--- src/rtl/vout_fault_pkg.sv ---
// constants for the output over/under-voltage fault response block
package vout_fault_pkg;
  localparam int CLK_MHZ = 40;
  // supervisor sample period in ns (12.2 us typical)
  localparam int SAMPLE_PERIOD_NS = 12200;
  localparam int SAMPLE_CYCLES = (SAMPLE_PERIOD_NS * CLK_MHZ) / 1000;
  localparam logic [8:0] SAMPLE_LAST = 9'(SAMPLE_CYCLES - 1);
  // reaction register fields
  localparam int ACTION_HI = 7;
  localparam int ACTION_LO = 6;
  localparam int RETRY_HI = 5;
  localparam int RETRY_LO = 3;
  localparam int DELAY_HI = 2;
  localparam int DELAY_LO = 0;
  localparam logic [1:0] ACT_IGNORE = 2'h0;
  localparam logic [1:0] ACT_DEGLITCH = 2'h1;
  localparam logic [2:0] RETRY_NONE = 3'h0;
  localparam logic [2:0] DELAY_NONE = 3'h0;
  localparam logic [7:0] REACTION_RESET = 8'h00;
  // status bit positions
  localparam int SB_VOUT_BIT = 5;
  localparam int SW_VOUT_BIT = 15;
  localparam int SV_OV_BIT = 7;
  localparam int SV_UV_BIT = 4;
  // restart interval default, in cycles
  localparam int RESTART_CYCLES = 8000;
endpackage : vout_fault_pkg

--- src/rtl/vout_ovuv_fault_response.sv ---
// one channel of output over/under-voltage fault response
`timescale 1ns/10ps
`default_nettype none
module vout_ovuv_fault_response #(
  parameter int RESTART_INTERVAL = vout_fault_pkg::RESTART_CYCLES
) (
  // clock and reset
  input  wire logic        clk_sys,
  input  wire logic        rst,
  // reaction settings, written by the management interface
  input  wire logic [7:0]  over_voltage_reaction,
  input  wire logic [7:0]  under_voltage_reaction,
  // thresholds and sampled output voltage
  input  wire logic [15:0] over_voltage_threshold,
  input  wire logic [15:0] under_voltage_threshold,
  input  wire logic [15:0] voutSample,
  input  wire logic        sampleValid,
  // channel control
  input  wire logic        channelOn,
  input  wire logic        oddCurrentMode,
  input  wire logic        biasLost,
  input  wire logic        otherFaultOff,
  input  wire logic        clearFaults,
  // status and outputs
  output logic             statusByteVout,
  output logic             statusWordVout,
  output logic             statusVoutOv,
  output logic             statusVoutUv,
  output logic             channelEnable,
  output logic             host_alert_line_n_o,
  output logic             host_alert_line_n_oe
);
  typedef enum {ST_OFF, ST_RUN, ST_DEGLITCH, ST_SHUT, ST_WAIT} state_t;
  typedef struct packed {
    state_t      state;
    logic [8:0]  tick;
    logic [2:0]  samples;
    logic [31:0] restart;
    logic [2:0]  ovRetry;
    logic [2:0]  uvRetry;
    logic        ovFlag;
    logic        uvFlag;
    logic        lastOv;
    logic        enable;
    logic        syncOn1;
    logic        syncOn2;
  } regs_t;
  regs_t r;
  regs_t next_r;
  logic  ovNow;
  logic  uvNow;
  logic  sampleTick;
  logic  faultNow;
  logic  syncOn2;
  logic  keepOn;
  logic [7:0] react;
  logic [2:0] retryUsed;

  // reaction setting fields
  function automatic logic [1:0] action_of(input logic [7:0] setting);
    return setting[vout_fault_pkg::ACTION_HI:vout_fault_pkg::ACTION_LO];
  endfunction : action_of

  function automatic logic [2:0] retry_of(input logic [7:0] setting);
    return setting[vout_fault_pkg::RETRY_HI:vout_fault_pkg::RETRY_LO];
  endfunction : retry_of

  function automatic logic [2:0] delay_of(input logic [7:0] setting);
    return setting[vout_fault_pkg::DELAY_HI:vout_fault_pkg::DELAY_LO];
  endfunction : delay_of

  // compare against 16-bit limits; odd current channels never fault
  assign ovNow = sampleValid && !oddCurrentMode
               && (voutSample > over_voltage_threshold);
  assign uvNow = sampleValid && !oddCurrentMode
               && (voutSample < under_voltage_threshold);
  assign faultNow = ovNow || uvNow;
  assign syncOn2 = r.syncOn2;
  assign keepOn = syncOn2 && !biasLost && !otherFaultOff;
  assign sampleTick = (r.tick == vout_fault_pkg::SAMPLE_LAST);
  assign react = ovNow ? over_voltage_reaction : under_voltage_reaction;
  assign retryUsed = r.lastOv ? r.ovRetry : r.uvRetry;

  always_comb
  begin
    next_r = r;
    next_r.tick = sampleTick ? 9'h000 : r.tick + 9'h001;
    // channel-on pin through two flops
    next_r.syncOn1 = channelOn;
    next_r.syncOn2 = r.syncOn1;
    // flags: set wins over clear
    if (clearFaults)
    begin
      next_r.ovFlag = 1'b0;
      next_r.uvFlag = 1'b0;
    end
    if (ovNow)
      next_r.ovFlag = 1'b1;
    if (uvNow)
      next_r.uvFlag = 1'b1;
    case (r.state)
      ST_OFF:
      begin
        next_r.enable = 1'b0;
        // retry setting latched at each switch-on
        next_r.ovRetry = retry_of(over_voltage_reaction);
        next_r.uvRetry = retry_of(under_voltage_reaction);
        if (syncOn2)
        begin
          next_r.enable = 1'b1;
          next_r.state = ST_RUN;
        end
      end
      ST_RUN:
      begin
        if (faultNow)
        begin
          next_r.lastOv = ovNow;
          if (react[vout_fault_pkg::ACTION_HI])
            next_r.state = ST_SHUT;
          else if (action_of(react) == vout_fault_pkg::ACT_DEGLITCH)
          begin
            next_r.samples = delay_of(react);
            if (delay_of(react) == vout_fault_pkg::DELAY_NONE)
              next_r.state = ST_SHUT;
            else
            begin
              next_r.tick = 9'h000;
              next_r.state = ST_DEGLITCH;
            end
          end
          // action 00b: keep running
        end
      end
      ST_DEGLITCH:
      begin
        if (sampleValid && !faultNow)
          next_r.state = ST_RUN;
        else if (sampleTick)
        begin
          next_r.samples = r.samples - 3'h1;
          if (r.samples == 3'h1)
            next_r.state = ST_SHUT;
        end
      end
      ST_SHUT:
      begin
        next_r.enable = 1'b0;
        next_r.restart = 32'h0;
        next_r.state = ST_WAIT;
      end
      ST_WAIT:
      begin
        next_r.enable = 1'b0;
        next_r.restart = r.restart + 32'h1;
        if (retryUsed == vout_fault_pkg::RETRY_NONE)
        begin
          if (clearFaults)
            next_r.state = ST_OFF;
        end
        else if (r.restart >= 32'(RESTART_INTERVAL - 1))
        begin
          next_r.enable = 1'b1;
          next_r.state = ST_RUN;
        end
      end
      default:
        next_r.state = ST_OFF;
    endcase
    // commanded off, bias loss or another fault drop enable and return to ST_OFF; flags keep their value
    if (!syncOn2 || biasLost || otherFaultOff)
    begin
      next_r.enable = 1'b0;
      next_r.state = ST_OFF;
    end
  end

  always_ff @(posedge clk_sys)
  begin
    if (rst)
    begin
      r.state <= ST_OFF;
      r.tick <= 9'h000;
      r.samples <= 3'h0;
      r.restart <= 32'h0;
      r.ovRetry <= vout_fault_pkg::RETRY_NONE;
      r.uvRetry <= vout_fault_pkg::RETRY_NONE;
      r.ovFlag <= 1'b0;
      r.uvFlag <= 1'b0;
      r.lastOv <= 1'b0;
      r.enable <= 1'b0;
      r.syncOn1 <= 1'b0;
      r.syncOn2 <= 1'b0;
    end
    else
      r <= next_r;
  end

  assign statusVoutOv = r.ovFlag;
  assign statusVoutUv = r.uvFlag;
  assign statusByteVout = r.ovFlag || r.uvFlag;
  assign statusWordVout = r.ovFlag || r.uvFlag;
  assign channelEnable = r.enable;
  // open drain: drive low while any flag stands
  assign host_alert_line_n_o = 1'b0;
  assign host_alert_line_n_oe = r.ovFlag || r.uvFlag;

  // flags and alert
  alert_follows_a: assert property (@(posedge clk_sys) disable iff (rst)
    (ovNow || uvNow) |=> host_alert_line_n_oe)
    else $error("alert not driven after fault");

  flag_set_a: assert property (@(posedge clk_sys) disable iff (rst)
    ovNow |=> statusVoutOv && statusByteVout && statusWordVout)
    else $error("OV flags not set");

  uv_flag_a: assert property (@(posedge clk_sys) disable iff (rst)
    uvNow |=> statusVoutUv && statusByteVout && statusWordVout)
    else $error("UV flags not set");

  flag_sticky_a: assert property (@(posedge clk_sys) disable iff (rst)
    (statusVoutOv && !clearFaults) |=> statusVoutOv)
    else $error("OV flag dropped without clear");

  flag_clear_a: assert property (@(posedge clk_sys) disable iff (rst)
    (clearFaults && !ovNow && !uvNow) |=> !statusByteVout && !host_alert_line_n_oe)
    else $error("flags survive clear");

  odd_ignore_a: assert property (@(posedge clk_sys) disable iff (rst)
    (oddCurrentMode && !r.ovFlag && !r.uvFlag && !clearFaults) |=> !r.ovFlag)
    else $error("current channel flagged OV");

  odd_uv_a: assert property (@(posedge clk_sys) disable iff (rst)
    (oddCurrentMode && !r.uvFlag) |=> !r.uvFlag)
    else $error("current channel flagged UV");

  // fault actions
  ignore_run_a: assert property (@(posedge clk_sys) disable iff (rst)
    (r.state == ST_RUN && faultNow && keepOn
     && action_of(react) == vout_fault_pkg::ACT_IGNORE) |=> channelEnable)
    else $error("ignore action dropped enable");

  shut_now_a: assert property (@(posedge clk_sys) disable iff (rst)
    (r.state == ST_RUN && faultNow && react[vout_fault_pkg::ACTION_HI]) |=> ##1 !channelEnable)
    else $error("immediate shutdown missing");

  degl_zero_a: assert property (@(posedge clk_sys) disable iff (rst)
    (r.state == ST_RUN && faultNow && action_of(react) == vout_fault_pkg::ACT_DEGLITCH
     && delay_of(react) == vout_fault_pkg::DELAY_NONE) |=> ##1 !channelEnable)
    else $error("zero delay did not shut down");

  degl_enter_a: assert property (@(posedge clk_sys) disable iff (rst)
    (r.state == ST_RUN && faultNow && keepOn && action_of(react) == vout_fault_pkg::ACT_DEGLITCH
     && delay_of(react) != vout_fault_pkg::DELAY_NONE) |=> r.state == ST_DEGLITCH && channelEnable)
    else $error("deglitch not started");

  deglitch_hold_a: assert property (@(posedge clk_sys) disable iff (rst)
    (r.state == ST_DEGLITCH && keepOn)
    |=> channelEnable)
    else $error("shutdown during deglitch");

  degl_end_a: assert property (@(posedge clk_sys) disable iff (rst)
    (r.state == ST_DEGLITCH && sampleTick && r.samples == 3'h1 && !(sampleValid && !faultNow))
    |=> ##1 !channelEnable)
    else $error("no shutdown after deglitch");

  degl_abort_a: assert property (@(posedge clk_sys) disable iff (rst)
    (r.state == ST_DEGLITCH && sampleValid && !faultNow && keepOn)
    |=> r.state == ST_RUN && channelEnable)
    else $error("cleared fault still deglitched");

  // restart, release and forced off
  no_retry_a: assert property (@(posedge clk_sys) disable iff (rst)
    (r.state == ST_WAIT && retryUsed == vout_fault_pkg::RETRY_NONE && !clearFaults)
    |=> !channelEnable)
    else $error("restart without retry");

  retry_wait_a: assert property (@(posedge clk_sys) disable iff (rst)
    (r.state == ST_WAIT && r.restart < 32'(RESTART_INTERVAL - 1)) |=> !channelEnable)
    else $error("restart before interval");

  retry_restart_a: assert property (@(posedge clk_sys) disable iff (rst)
    (r.state == ST_WAIT && retryUsed != vout_fault_pkg::RETRY_NONE && keepOn
     && r.restart >= 32'(RESTART_INTERVAL - 1)) |=> channelEnable)
    else $error("restart missing");

  retry_latch_a: assert property (@(posedge clk_sys) disable iff (rst)
    (r.state != ST_OFF) |=> $stable(r.ovRetry) && $stable(r.uvRetry))
    else $error("retry setting changed while on");

  latch_release_a: assert property (@(posedge clk_sys) disable iff (rst)
    (r.state == ST_WAIT && retryUsed == vout_fault_pkg::RETRY_NONE && clearFaults)
    |=> r.state == ST_OFF && !channelEnable)
    else $error("clear did not release latch");

  cmd_off_a: assert property (@(posedge clk_sys) disable iff (rst)
    (!syncOn2 || biasLost) |=> !channelEnable)
    else $error("enable held while off");

  other_off_a: assert property (@(posedge clk_sys) disable iff (rst)
    (otherFaultOff || biasLost) |=> !channelEnable && r.state == ST_OFF)
    else $error("forced off ignored");
endmodule : vout_ovuv_fault_response
`default_nettype wire

--- config.mk ---
export PLATFORM = sky130hd
export DESIGN_NAME = vout_ovuv_fault_response
export DESIGN_NICKNAME = d
export VERILOG_FILES = /design/src/rtl/vout_fault_pkg.sv /design/src/rtl/vout_ovuv_fault_response.sv
export SDC_FILE = /design/constraint.sdc
export NUM_CORES = 1
export LEC_CHECK = 0
export BUFFER_PORTS_ARGS = -buffer_cell sky130_fd_sc_hd__buf_4
export CAP_MARGIN = 20
export CORE_ASPECT_RATIO = 0.6
export CORE_MARGIN = 4
export CORE_UTILIZATION = 51
export CTS_BUF_LIST = sky130_fd_sc_hd__clkbuf_4
export DETAILED_ROUTE_END_ITERATION = 8
export PLACE_DENSITY = 0.75
export SLEW_MARGIN = 0
export SYNTH_ARGS = -nofsm -noshare
export SYNTH_HDL_FRONTEND = slang
export SYNTH_SLANG_ARGS = --single-unit
export TNS_END_PERCENT = 100
--- constraint.sdc ---
create_clock -name clk_sys -period 3 [get_ports clk_sys]
set_input_delay 0.15 -clock clk_sys [delete_from_list [all_inputs] [get_ports clk_sys]]
set_output_delay 0.15 -clock clk_sys [all_outputs]
set_load 0.05 [all_outputs]
# After elaboration in Yosys (flattened, before gate mapping)
# Cells that the tools add are included.
# word_totals
mem_bits_ro,0
mem_count,0
mem_bits_rw,0
latch_bits,0
reg_bits,88
elab_cells,88
# op_classes
shift,0
n_eq_ne,18
div_mod_pow,0
muxes,29
n_reduce_logical,23
n_mul,0
bitwise_logic,0
n_addsub,3
order_cmp,3
# op_table
op,count
32-bit two-way mux,8
32-bit case mux with 5 select lines,1
44-bit two-way mux,2
32-bit by 2-bit == test with 1-bit output (second input constant),2
32-bit case mux with 2 select lines,1
32-bit by 1-bit adder with 32-bit output (second input constant),1
32-bit by 1-bit == test with 1-bit output (second input constant),1
32-bit by 3-bit == test with 1-bit output (second input constant),1
32-bit by 13-bit greater-or-equal comparator with 1-bit output (second input constant),1
32-bit zero test,1
9-bit two-way mux,3
16-bit > comparator,1
16-bit less-than comparator,1
3-bit != test (second input constant),5
12-bit two-way mux,1
2-bit != test (second input constant),6
9-bit by 1-bit adder with 9-bit output (second input constant),1
9-bit == test (second input constant),1
3-bit two-way mux,3
8-bit two-way mux,1
2-bit nonzero test,4
7-bit AND reduction,1
3-bit zero test,2
1-bit two-way mux,6
13 further kinds,21

# Longest topological paths before layout
# Gate-level depths: netlist of the first run.
# logic_depth
ltp_word,10
depth_mapped,9
ltp_nobuf,9

# Worst setup path before layout of the first run
# No wires, ideal clock.
# synth_timing
path_type,input port to flip-flop
from,input port over_voltage_threshold[14]
to,register r[50] (netlist name)
path_stages,9
t_arrival_ns,2.227
slack_ns,0.647
t_required_ns,2.874
path_cell_list,inv_1 > ha_1 > a21oi_1 > nand2_1 > a221o_1 > o31ai_2 > mux2_2 > o211ai_2 > nor2_1
# synth_via
elab_chain_cells,9
word_cells_on_any_way,11
cone_classes,order compare (1); eq/ne (1); mux (6); reduce/logical (3)
# synth_lines
element,line_no,source
from (decl),vout_ovuv_fault_response.sv:14,"input wire logic [15:0] over_voltage_threshold,"
16-bit > comparator (*),vout_ovuv_fault_response.sv:74,&& (voutSample > over_voltage_threshold);
1-bit logical AND (*),vout_ovuv_fault_response.sv:74,
8-bit two-way mux,vout_ovuv_fault_response.sv:81,assign react = ovNow ? over_voltage_reaction : under_voltage_reaction;
3-bit zero test,vout_ovuv_fault_response.sv:124,if (delay_of(react) == vout_fault_pkg::DELAY_NONE)
9-bit two-way mux,vout_ovuv_fault_response.sv:124,
44-bit two-way mux,vout_ovuv_fault_response.sv:121,else if (action_of(react) == vout_fault_pkg::ACT_DEGLITCH)
12-bit two-way mux,vout_ovuv_fault_response.sv:119,if (react[vout_fault_pkg::ACTION_HI])
44-bit two-way mux (*),vout_ovuv_fault_response.sv:116,if (faultNow)
9-bit two-way mux (*),vout_ovuv_fault_response.sv:101,case (r.state)
to (signal assigned),vout_ovuv_fault_response.sv:196,r <= next_r;
to (decl),vout_ovuv_fault_response.sv:48,regs_t r;
# Mark *: on every way between the ends. The rest lies on a longest branch, timed or not. The select of a mux whose other input is x is not followed.
# A chain may end at the register's enable or synchronous reset.

# Final worst setup path of the first run
# layout_timing
from,input port under_voltage_threshold[9]
to,register r[51] (netlist name)
# layout_via
elab_chain_cells,5
# layout_lines
element,line_no,source
from (decl),vout_ovuv_fault_response.sv:15,"input wire logic [15:0] under_voltage_threshold,"
16-bit less-than comparator,vout_ovuv_fault_response.sv:76,&& (voutSample < under_voltage_threshold);
1-bit logical AND,vout_ovuv_fault_response.sv:76,
1-bit logical OR,vout_ovuv_fault_response.sv:77,assign faultNow = ovNow || uvNow;
44-bit two-way mux,vout_ovuv_fault_response.sv:116,
9-bit two-way mux,vout_ovuv_fault_response.sv:101,
# Every way passes these cells. The select of a mux whose other input is x is not followed.

==> flow_summary.json, run 1 <==
{
  "status": "complete, no violations",
  "drt_drc_violations_left": 0,
  "required_ns": 3.28,
  "yosysWarnings": 0,
  "tritoncts": "yes",
  "powerDensity_nw_per_um2": 370.0,
  "p_sw_share_pct": 24.50,
  "multi_input_area_um2": 2437,
  "die_h_um": 75.58,
  "crit_type": "primary input to flop",
  "start_util_pct": 52.97,
  "row_count": 24,
  "fin_hold_ws_ns": 0.03279,
  "syn_nets": 593,
  "io_pins": 79,
  "fill_cells": 648,
  "rsz0062_at_grt": "false",
  "synth_edf_count": 0,
  "nets": 676,
  "wl_mm": 10.16,
  "post-cts-setup-buffers": 0,
  "grtUsageMet2_pct": 31.17,
  "clk_pin_slew_ns": 0.09,
  "core_area_um2": 7327,
  "dr_total_vias": 3838,
  "postRouteAntennaNets": 0,
  "ir_worst_vdd_mv": 0.3129,
  "finalSetupViolCount": 0,
  "syn_inst": 486,
  "power.total_mw": 1.770,
  "async_flop_share_pct": 0,
  "synth_area_um2": 3881,
  "clkLatencyLatePin_ns": 0.41,
  "use_met1_pct": 34.58,
  "p_seq_share_pct": 45.3,
  "cts_root_buf": "clkbuf_4",
  "post_dp_cell_area_um2": 4541,
  "slew_headroom_pct": 31.16,
  "slowest_delay_ns": 0.63,
  "switching_power_uw": 433.7,
  "hpwlAfterDp_mm": 8.042,
  "worstPathCellList": "buf_4 -> inv_1 -> ha_1 -> a21oi_1 -> o21ai_0 -> a2111oi_1 -> o21ai_1 -> o32a_1 -> o211ai_2 -> nor2_1",
  "drive_gt1_share_pct": 20.38,
  "use_met3_pct": 6.157,
  "hold_class": "primary input to flop",
  "grt.busiest_layer": "met1",
  "gp_congestion": 0.8967,
  "vias_per_cell": 5.661,
  "die-width_um": 120.6,
  "port_buffers": 77,
  "utilization_pct": 65.30,
  "grt_max_degree": 45,
  "ys_seq_area_share_pct": 30.43,
  "post_drt_wl_per_cell_um": 14.98,
  "cp_slowest_cell": "a2111oi_1",
  "globalRoute.totalOverflow": 0,
  "ys.flop_type": "dfxtp_1",
  "pwr-share-comb_pct": 15.1,
  "grtUsageTotal_pct": 22.45,
  "cts_max_level": 3,
  "max-cap-violations": 0,
  "skew_ns": 0.01449,
  "dieArea_um2": 9116,
  "antenna_found_initial": 0,
  "synth_seq_cells": 59,
  "worstMarginPinSlew_ns": 1.025,
  "critPathMaxFanout": 7,
  "drtPass1Iterations": 5,
  "cp-start-kind": "primary input",
  "initialDrtViolationCount": 319,
  "p_leak_nw": 2.086,
  "fin_crit_sh_pct": 84.21,
  "avgSynthCellArea_um2": 7.986,
  "internal_power_mw": 1.337,
  "design_area_um2": 4785,
  "clkPwrFrac_pct": 39.7,
  "diodes": 0,
  "grt_pass1_wl_mm": 16.20,
  "numCtsBuffers": 9,
  "cts.path.max_buffers": 2,
  "path_delay_family": "compound AO/OA/AOI/OAI gates",
  "setup.worst_path.end_class": "flop",
  "hold_viol": 0,
  "ys_types": 63,
  "grt_pass1_vias": 3304,
  "setup_tns_ns": 0,
  "crit_arrival_ns": 2.80,
  "fmax_mhz": 395.8,
  "period_needed_ns": 2.526,
  "area_growth_pct": 23.28,
  "final_max_slew_viol_count": 0,
  "cts.sink_count": 59,
  "final-seq-area_um2": 1181,
  "path_buf_inv": 2
}
-- synthesized netlist by cell type, types with 3 or more instances --
| library cell | number | share of area, % |
|---|---|---|
| o211ai_1 | 10 | 1.9 |
| nor2b_1 | 5 | 0.81 |
| buf_4 | 4 | 0.77 |
| o32ai_1 | 3 | 0.68 |
| mux2i_1 | 8 | 2.1 |
| xor2_1 | 5 | 1.1 |
| nand2b_1 | 4 | 0.64 |
| o31a_1 | 3 | 0.68 |
| inv_1 | 47 | 4.5 |
| nor4_1 | 7 | 1.1 |
| or2_2 | 7 | 1.1 |
| and2_1 | 7 | 1.1 |
| nand3_1 | 32 | 4.1 |
| ha_1 | 35 | 11 |
| nand4_1 | 14 | 2.3 |
| nor3_1 | 12 | 1.5 |
| a2111oi_0 | 4 | 0.90 |
| o21ai_0 | 14 | 1.8 |
| nand2_1 | 37 | 3.6 |
| or3_1 | 8 | 1.3 |
| a21oi_1 | 30 | 3.9 |
| o21a_1 | 7 | 1.4 |
| mux2_2 | 7 | 2.0 |
| clkbuf_1 | 11 | 1.1 |
| dfxtp_1 | 59 | 30 |
| and3_1 | 7 | 1.1 |
| a311oi_1 | 4 | 0.90 |
| and4_1 | 3 | 0.68 |
| nor2_1 | 49 | 4.7 |
-- logic make-up after synthesis --
logic type      share of synthesized area (%)
mux                                     4.384
compound gates                          17.70
simple gates                            27.76
flops                                   30.43
fa+ha+maj                               11.28
other cells                           0.09662
buf+inv                                 6.770
xor+xnor                                1.580
-- layout make-up --
cell class	instances	area share (%)
well taps	104	2.720
flip-flops and latches	59	24.69
clock inverters	7	2.223
multi-input cells	363	50.94
inverters	47	3.687
clock buffers	9	1.412
repair buffers	89	14.33
-- cell usage in the layout, fill, tap and decap left out, drive strengths merged, types with 8 or more instances in the layout --
cell and n:
a21oi 30, nor3 12, or3 8, nor4 9, ha 35, nor2 50, clkbuf 9, inv 47
nand3 34, buf 82, nand4 14, nand2 37, mux2 8, dfxtp 59, mux2i 8, o21ai 15
o211ai 11
-- stage by stage --
step	instances	worst slack, ns
2_1_floorplan	486	0.6468
3_3_place_gp	655	0.2504
3_5_place_dp	655	0.1720
4_1_cts	678	0.5995
5_1_grt	678	0.4143
6_report	678	0.4737
-- worst min-delay path, stage by stage --
cell	delay, ns
buf_4	0.09
inv_1	0.04
nand2_1	0.06
a21oi_1	0.06
-- state kept, by name, indices dropped and copies added (netlist names) --
| name | cells |
|---|---|
| syncOn2 | 1 |
| channelEnable | 1 |
| r | 54 |
| next_r | 1 |
| statusVoutOv | 1 |
| statusVoutUv | 1 |
-- repair_timing --
item,4_1_cts,5_1_grt
endpoints found under the hold margin,7,0
hold buffers,7,0
gates resized for setup,0,0
-- power by group through the flow --
| stage | clock (mW) | combinational (mW) | sequential [mW] |
|---|---|---|---|
| after CTS | 0.714 | 0.265 | 0.801 |
| after floorplan | 0 | 0.137 | 0.822 |
| after detailed placement | 0 | 0.257 | 0.819 |
| final | 0.702 | 0.267 | 0.801 |
| after global routing | 0.750 | 0.298 | 0.803 |
| after global placement | 0 | 0.254 | 0.819 |
-- routing by layer --
layer / vias up / part of all wire (%) / wire length, µm
met3: 14 / 8.4 / 858
met2: 146 / 39 / 3968
met4: 0 / 0.75 / 76
met1: 1753 / 52 / 5251
met5: - / 0 / 0
li1: 1925 / - / -
-- worst paths after layout --
| kind | to | startpoint | slack (ns) | cells past startpoint |
|---|---|---|---|---|
| setup reg to reg | r[56] | r[47] | 0.66 | 6 |
| setup / recovery | r[51] | under_voltage_threshold[9] | 0.47 | 10 |
| hold / removal | statusVoutUv | clearFaults | 0.03 | 4 |
| hold reg to reg | syncOn2 | next_r[0] | 0.46 | 1 |
(Power assumes the default switching activity.)
==> run 2: changes to the inputs <==
- clock period: 3 -> 2.6 ns (I/O delays scaled with it)
==> run 2 against run 1 <==
Effect of this change:
- final cell count rose by 1.9%
- wire length grew 5.1%
- register-to-register slack worse by 0.38 ns
- critical path type unchanged
==> flow_summary.json, run 2 (synthesized netlist as in run 1, its figures left out) <==
{
  "drive_gt1_share_pct": 22.15,
  "skew_ns": 0.01428,
  "path_delay_family": "compound AO/OA/AOI/OAI gates",
  "fin_crit_sh_pct": 91.46,
  "cts.path.max_buffers": 2,
  "cp_slowest_cell": "o31ai_2",
  "status": "complete, no violations",
  "required_ns": 2.96,
  "p_leak_nw": 2.138,
  "power.total_mw": 1.989,
  "cts_root_buf": "clkbuf_4",
  "path_buf_inv": 3,
  "cts.sink_count": 59,
  "utilization_pct": 66.41,
  "postRouteAntennaNets": 0,
  "hpwlAfterDp_mm": 8.517,
  "start_util_pct": 52.97,
  "dr_total_vias": 3950,
  "numCtsBuffers": 9,
  "setup.worst_path.end_class": "flop",
  "globalRoute.totalOverflow": 0,
  "row_count": 24,
  "rsz0062_at_grt": "false",
  "antenna_found_initial": 0,
  "port_buffers": 77,
  "slowest_delay_ns": 0.51,
  "clk_pin_slew_ns": 0.09,
  "grt_pass1_wl_mm": 17.83,
  "dieArea_um2": 9116,
  "period_needed_ns": 2.378,
  "grt_pass1_vias": 3685,
  "finalSetupViolCount": 0,
  "powerDensity_nw_per_um2": 408.7,
  "hold_viol": 0,
  "grt_max_degree": 45,
  "worstPathCellList": "buf_4 -> inv_1 -> ha_1 -> a21oi_1 -> o21ai_0 -> a221o_1 -> o31ai_2 -> buf_4 -> mux2i_1 -> nor4b_1 -> o21a_1",
  "wl_mm": 10.67,
  "rr_worst_depth": 6,
  "final_max_slew_viol_count": 0,
  "final_common_cell": "buf_4",
  "postCtsResizedCells": 0,
  "hold_class": "primary input to flop",
  "gp_congestion": 0.8941,
  "clkLatencyLatePin_ns": 0.41,
  "r2r_start": "r[47]",
  "hold_depth": 3,
  "drtPass1Iterations": 5,
  "die_h_um": 75.58,
  "critPathMaxFanout": 6,
  "most-common-layout-cells": "buf_4, dfxtp_1, nor2_1",
  "core_area_um2": 7327,
  "hold_start": "biasLost",
  "cp-start-kind": "primary input",
  "nets": 689,
  "reg2reg_setup_slack_ns": 0.28,
  "worstMarginPinSlew_ns": 0.7961,
  "area_growth_pct": 25.37,
  "post_drt_wl_per_cell_um": 15.44,
  "cts_max_level": 3,
  "registers.top_by_ff_count": "r",
  "largest_reg_flops": 54,
  "r2r-end": "r[56]",
  "drt_drc_violations_left": 0,
  "grtUsageTotal_pct": 24.74,
  "die-width_um": 120.6,
  "diodes": 0,
  "io_pins": 79,
  "slew_headroom_pct": 46.18,
  "crit_type": "primary input to flop",
  "fmax_mhz": 420.5,
  "vias_per_cell": 5.716,
  "tritoncts": "yes",
  "crit_arrival_ns": 2.74,
  "ir_worst_vdd_mv": 0.3278,
  "post-cts-setup-buffers": 0,
  "max-cap-violations": 0,
  "worstHoldEndpoint": "r[58]",
  "path_common_cell": "buf_4",
  "initialDrtViolationCount": 336
}
-- run 2: final cells by class --
type                       count  area, µm²
fill                         647       2461
multi-input combinational    363       2437
sequential                    59       1181
timing repair buffer         102      785.8
inverter                      47      176.4
tap                          104      130.1
clock inverter                 6      80.08
clock buffer                  10      75.07
-- run 2: timing repair --
| item | 4_1_cts | 5_1_grt |
|---|---|---|
| hold endpoints to repair | 8 | 0 |
| setup endpoints to repair | 0 | 0 |
| hold buffers | 8 | 0 |
-- run 2: worst max path at each step --
stage	start	end	slack, ns	cells after the start
final	over_voltage_threshold[7]	r[56]	0.22	11
after global routing	over_voltage_threshold[7]	r[56]	0.06	11
after CTS	over_voltage_threshold[7]	r[56]	0.26	11
after detailed placement	over_voltage_threshold[7]	r[56]	-0.14	11
after global placement	over_voltage_threshold[7]	r[52]	-0.07	10
after floorplan	over_voltage_threshold[14]	r[50]	0.27	9
-- run 2: power by group --
group | switching (mW) | total, mW | internal (mW)
sequential | 0.00981 | 0.925 | 0.916
clock | 0.345 | 0.738 | 0.393
combinational | 0.164 | 0.325 | 0.161
total | 0.519 | 1.99 | 1.47
-- run 2: metal layers --
metal | wire length [µm] | vias up | track usage, %
met4 | 109 | 0 | 5.402
li1 | - | 1958 | -
met3 | 906 | 14 | 6.825
met5 | 0 | - | 0
met2 | 4279 | 142 | 36.98
met1 | 5372 | 1836 | 35.88
-- run 2: worst min-delay path: stages --
cell and delay (ns):
buf_4 0.08, nor4b_1 0.08, o21a_1 0.11
-- run 2: through the flow --
stage | TNS, ns | setup WS, ns | hold slack [ns] | instances | area (µm²)
2_1_floorplan | 0 | 0.2668 | 0.2582 | 486 | 3881
3_3_place_gp | -0.5330 | -0.07196 | 0.3392 | 667 | 4631
3_5_place_dp | -1.200 | -0.1421 | 0.3619 | 667 | 4631
4_1_cts | 0 | 0.2642 | 0.01133 | 691 | 4866
5_1_grt | 0 | 0.06032 | 0.01758 | 691 | 4866
6_report | 0 | 0.2220 | 0.03400 | 691 | 4866
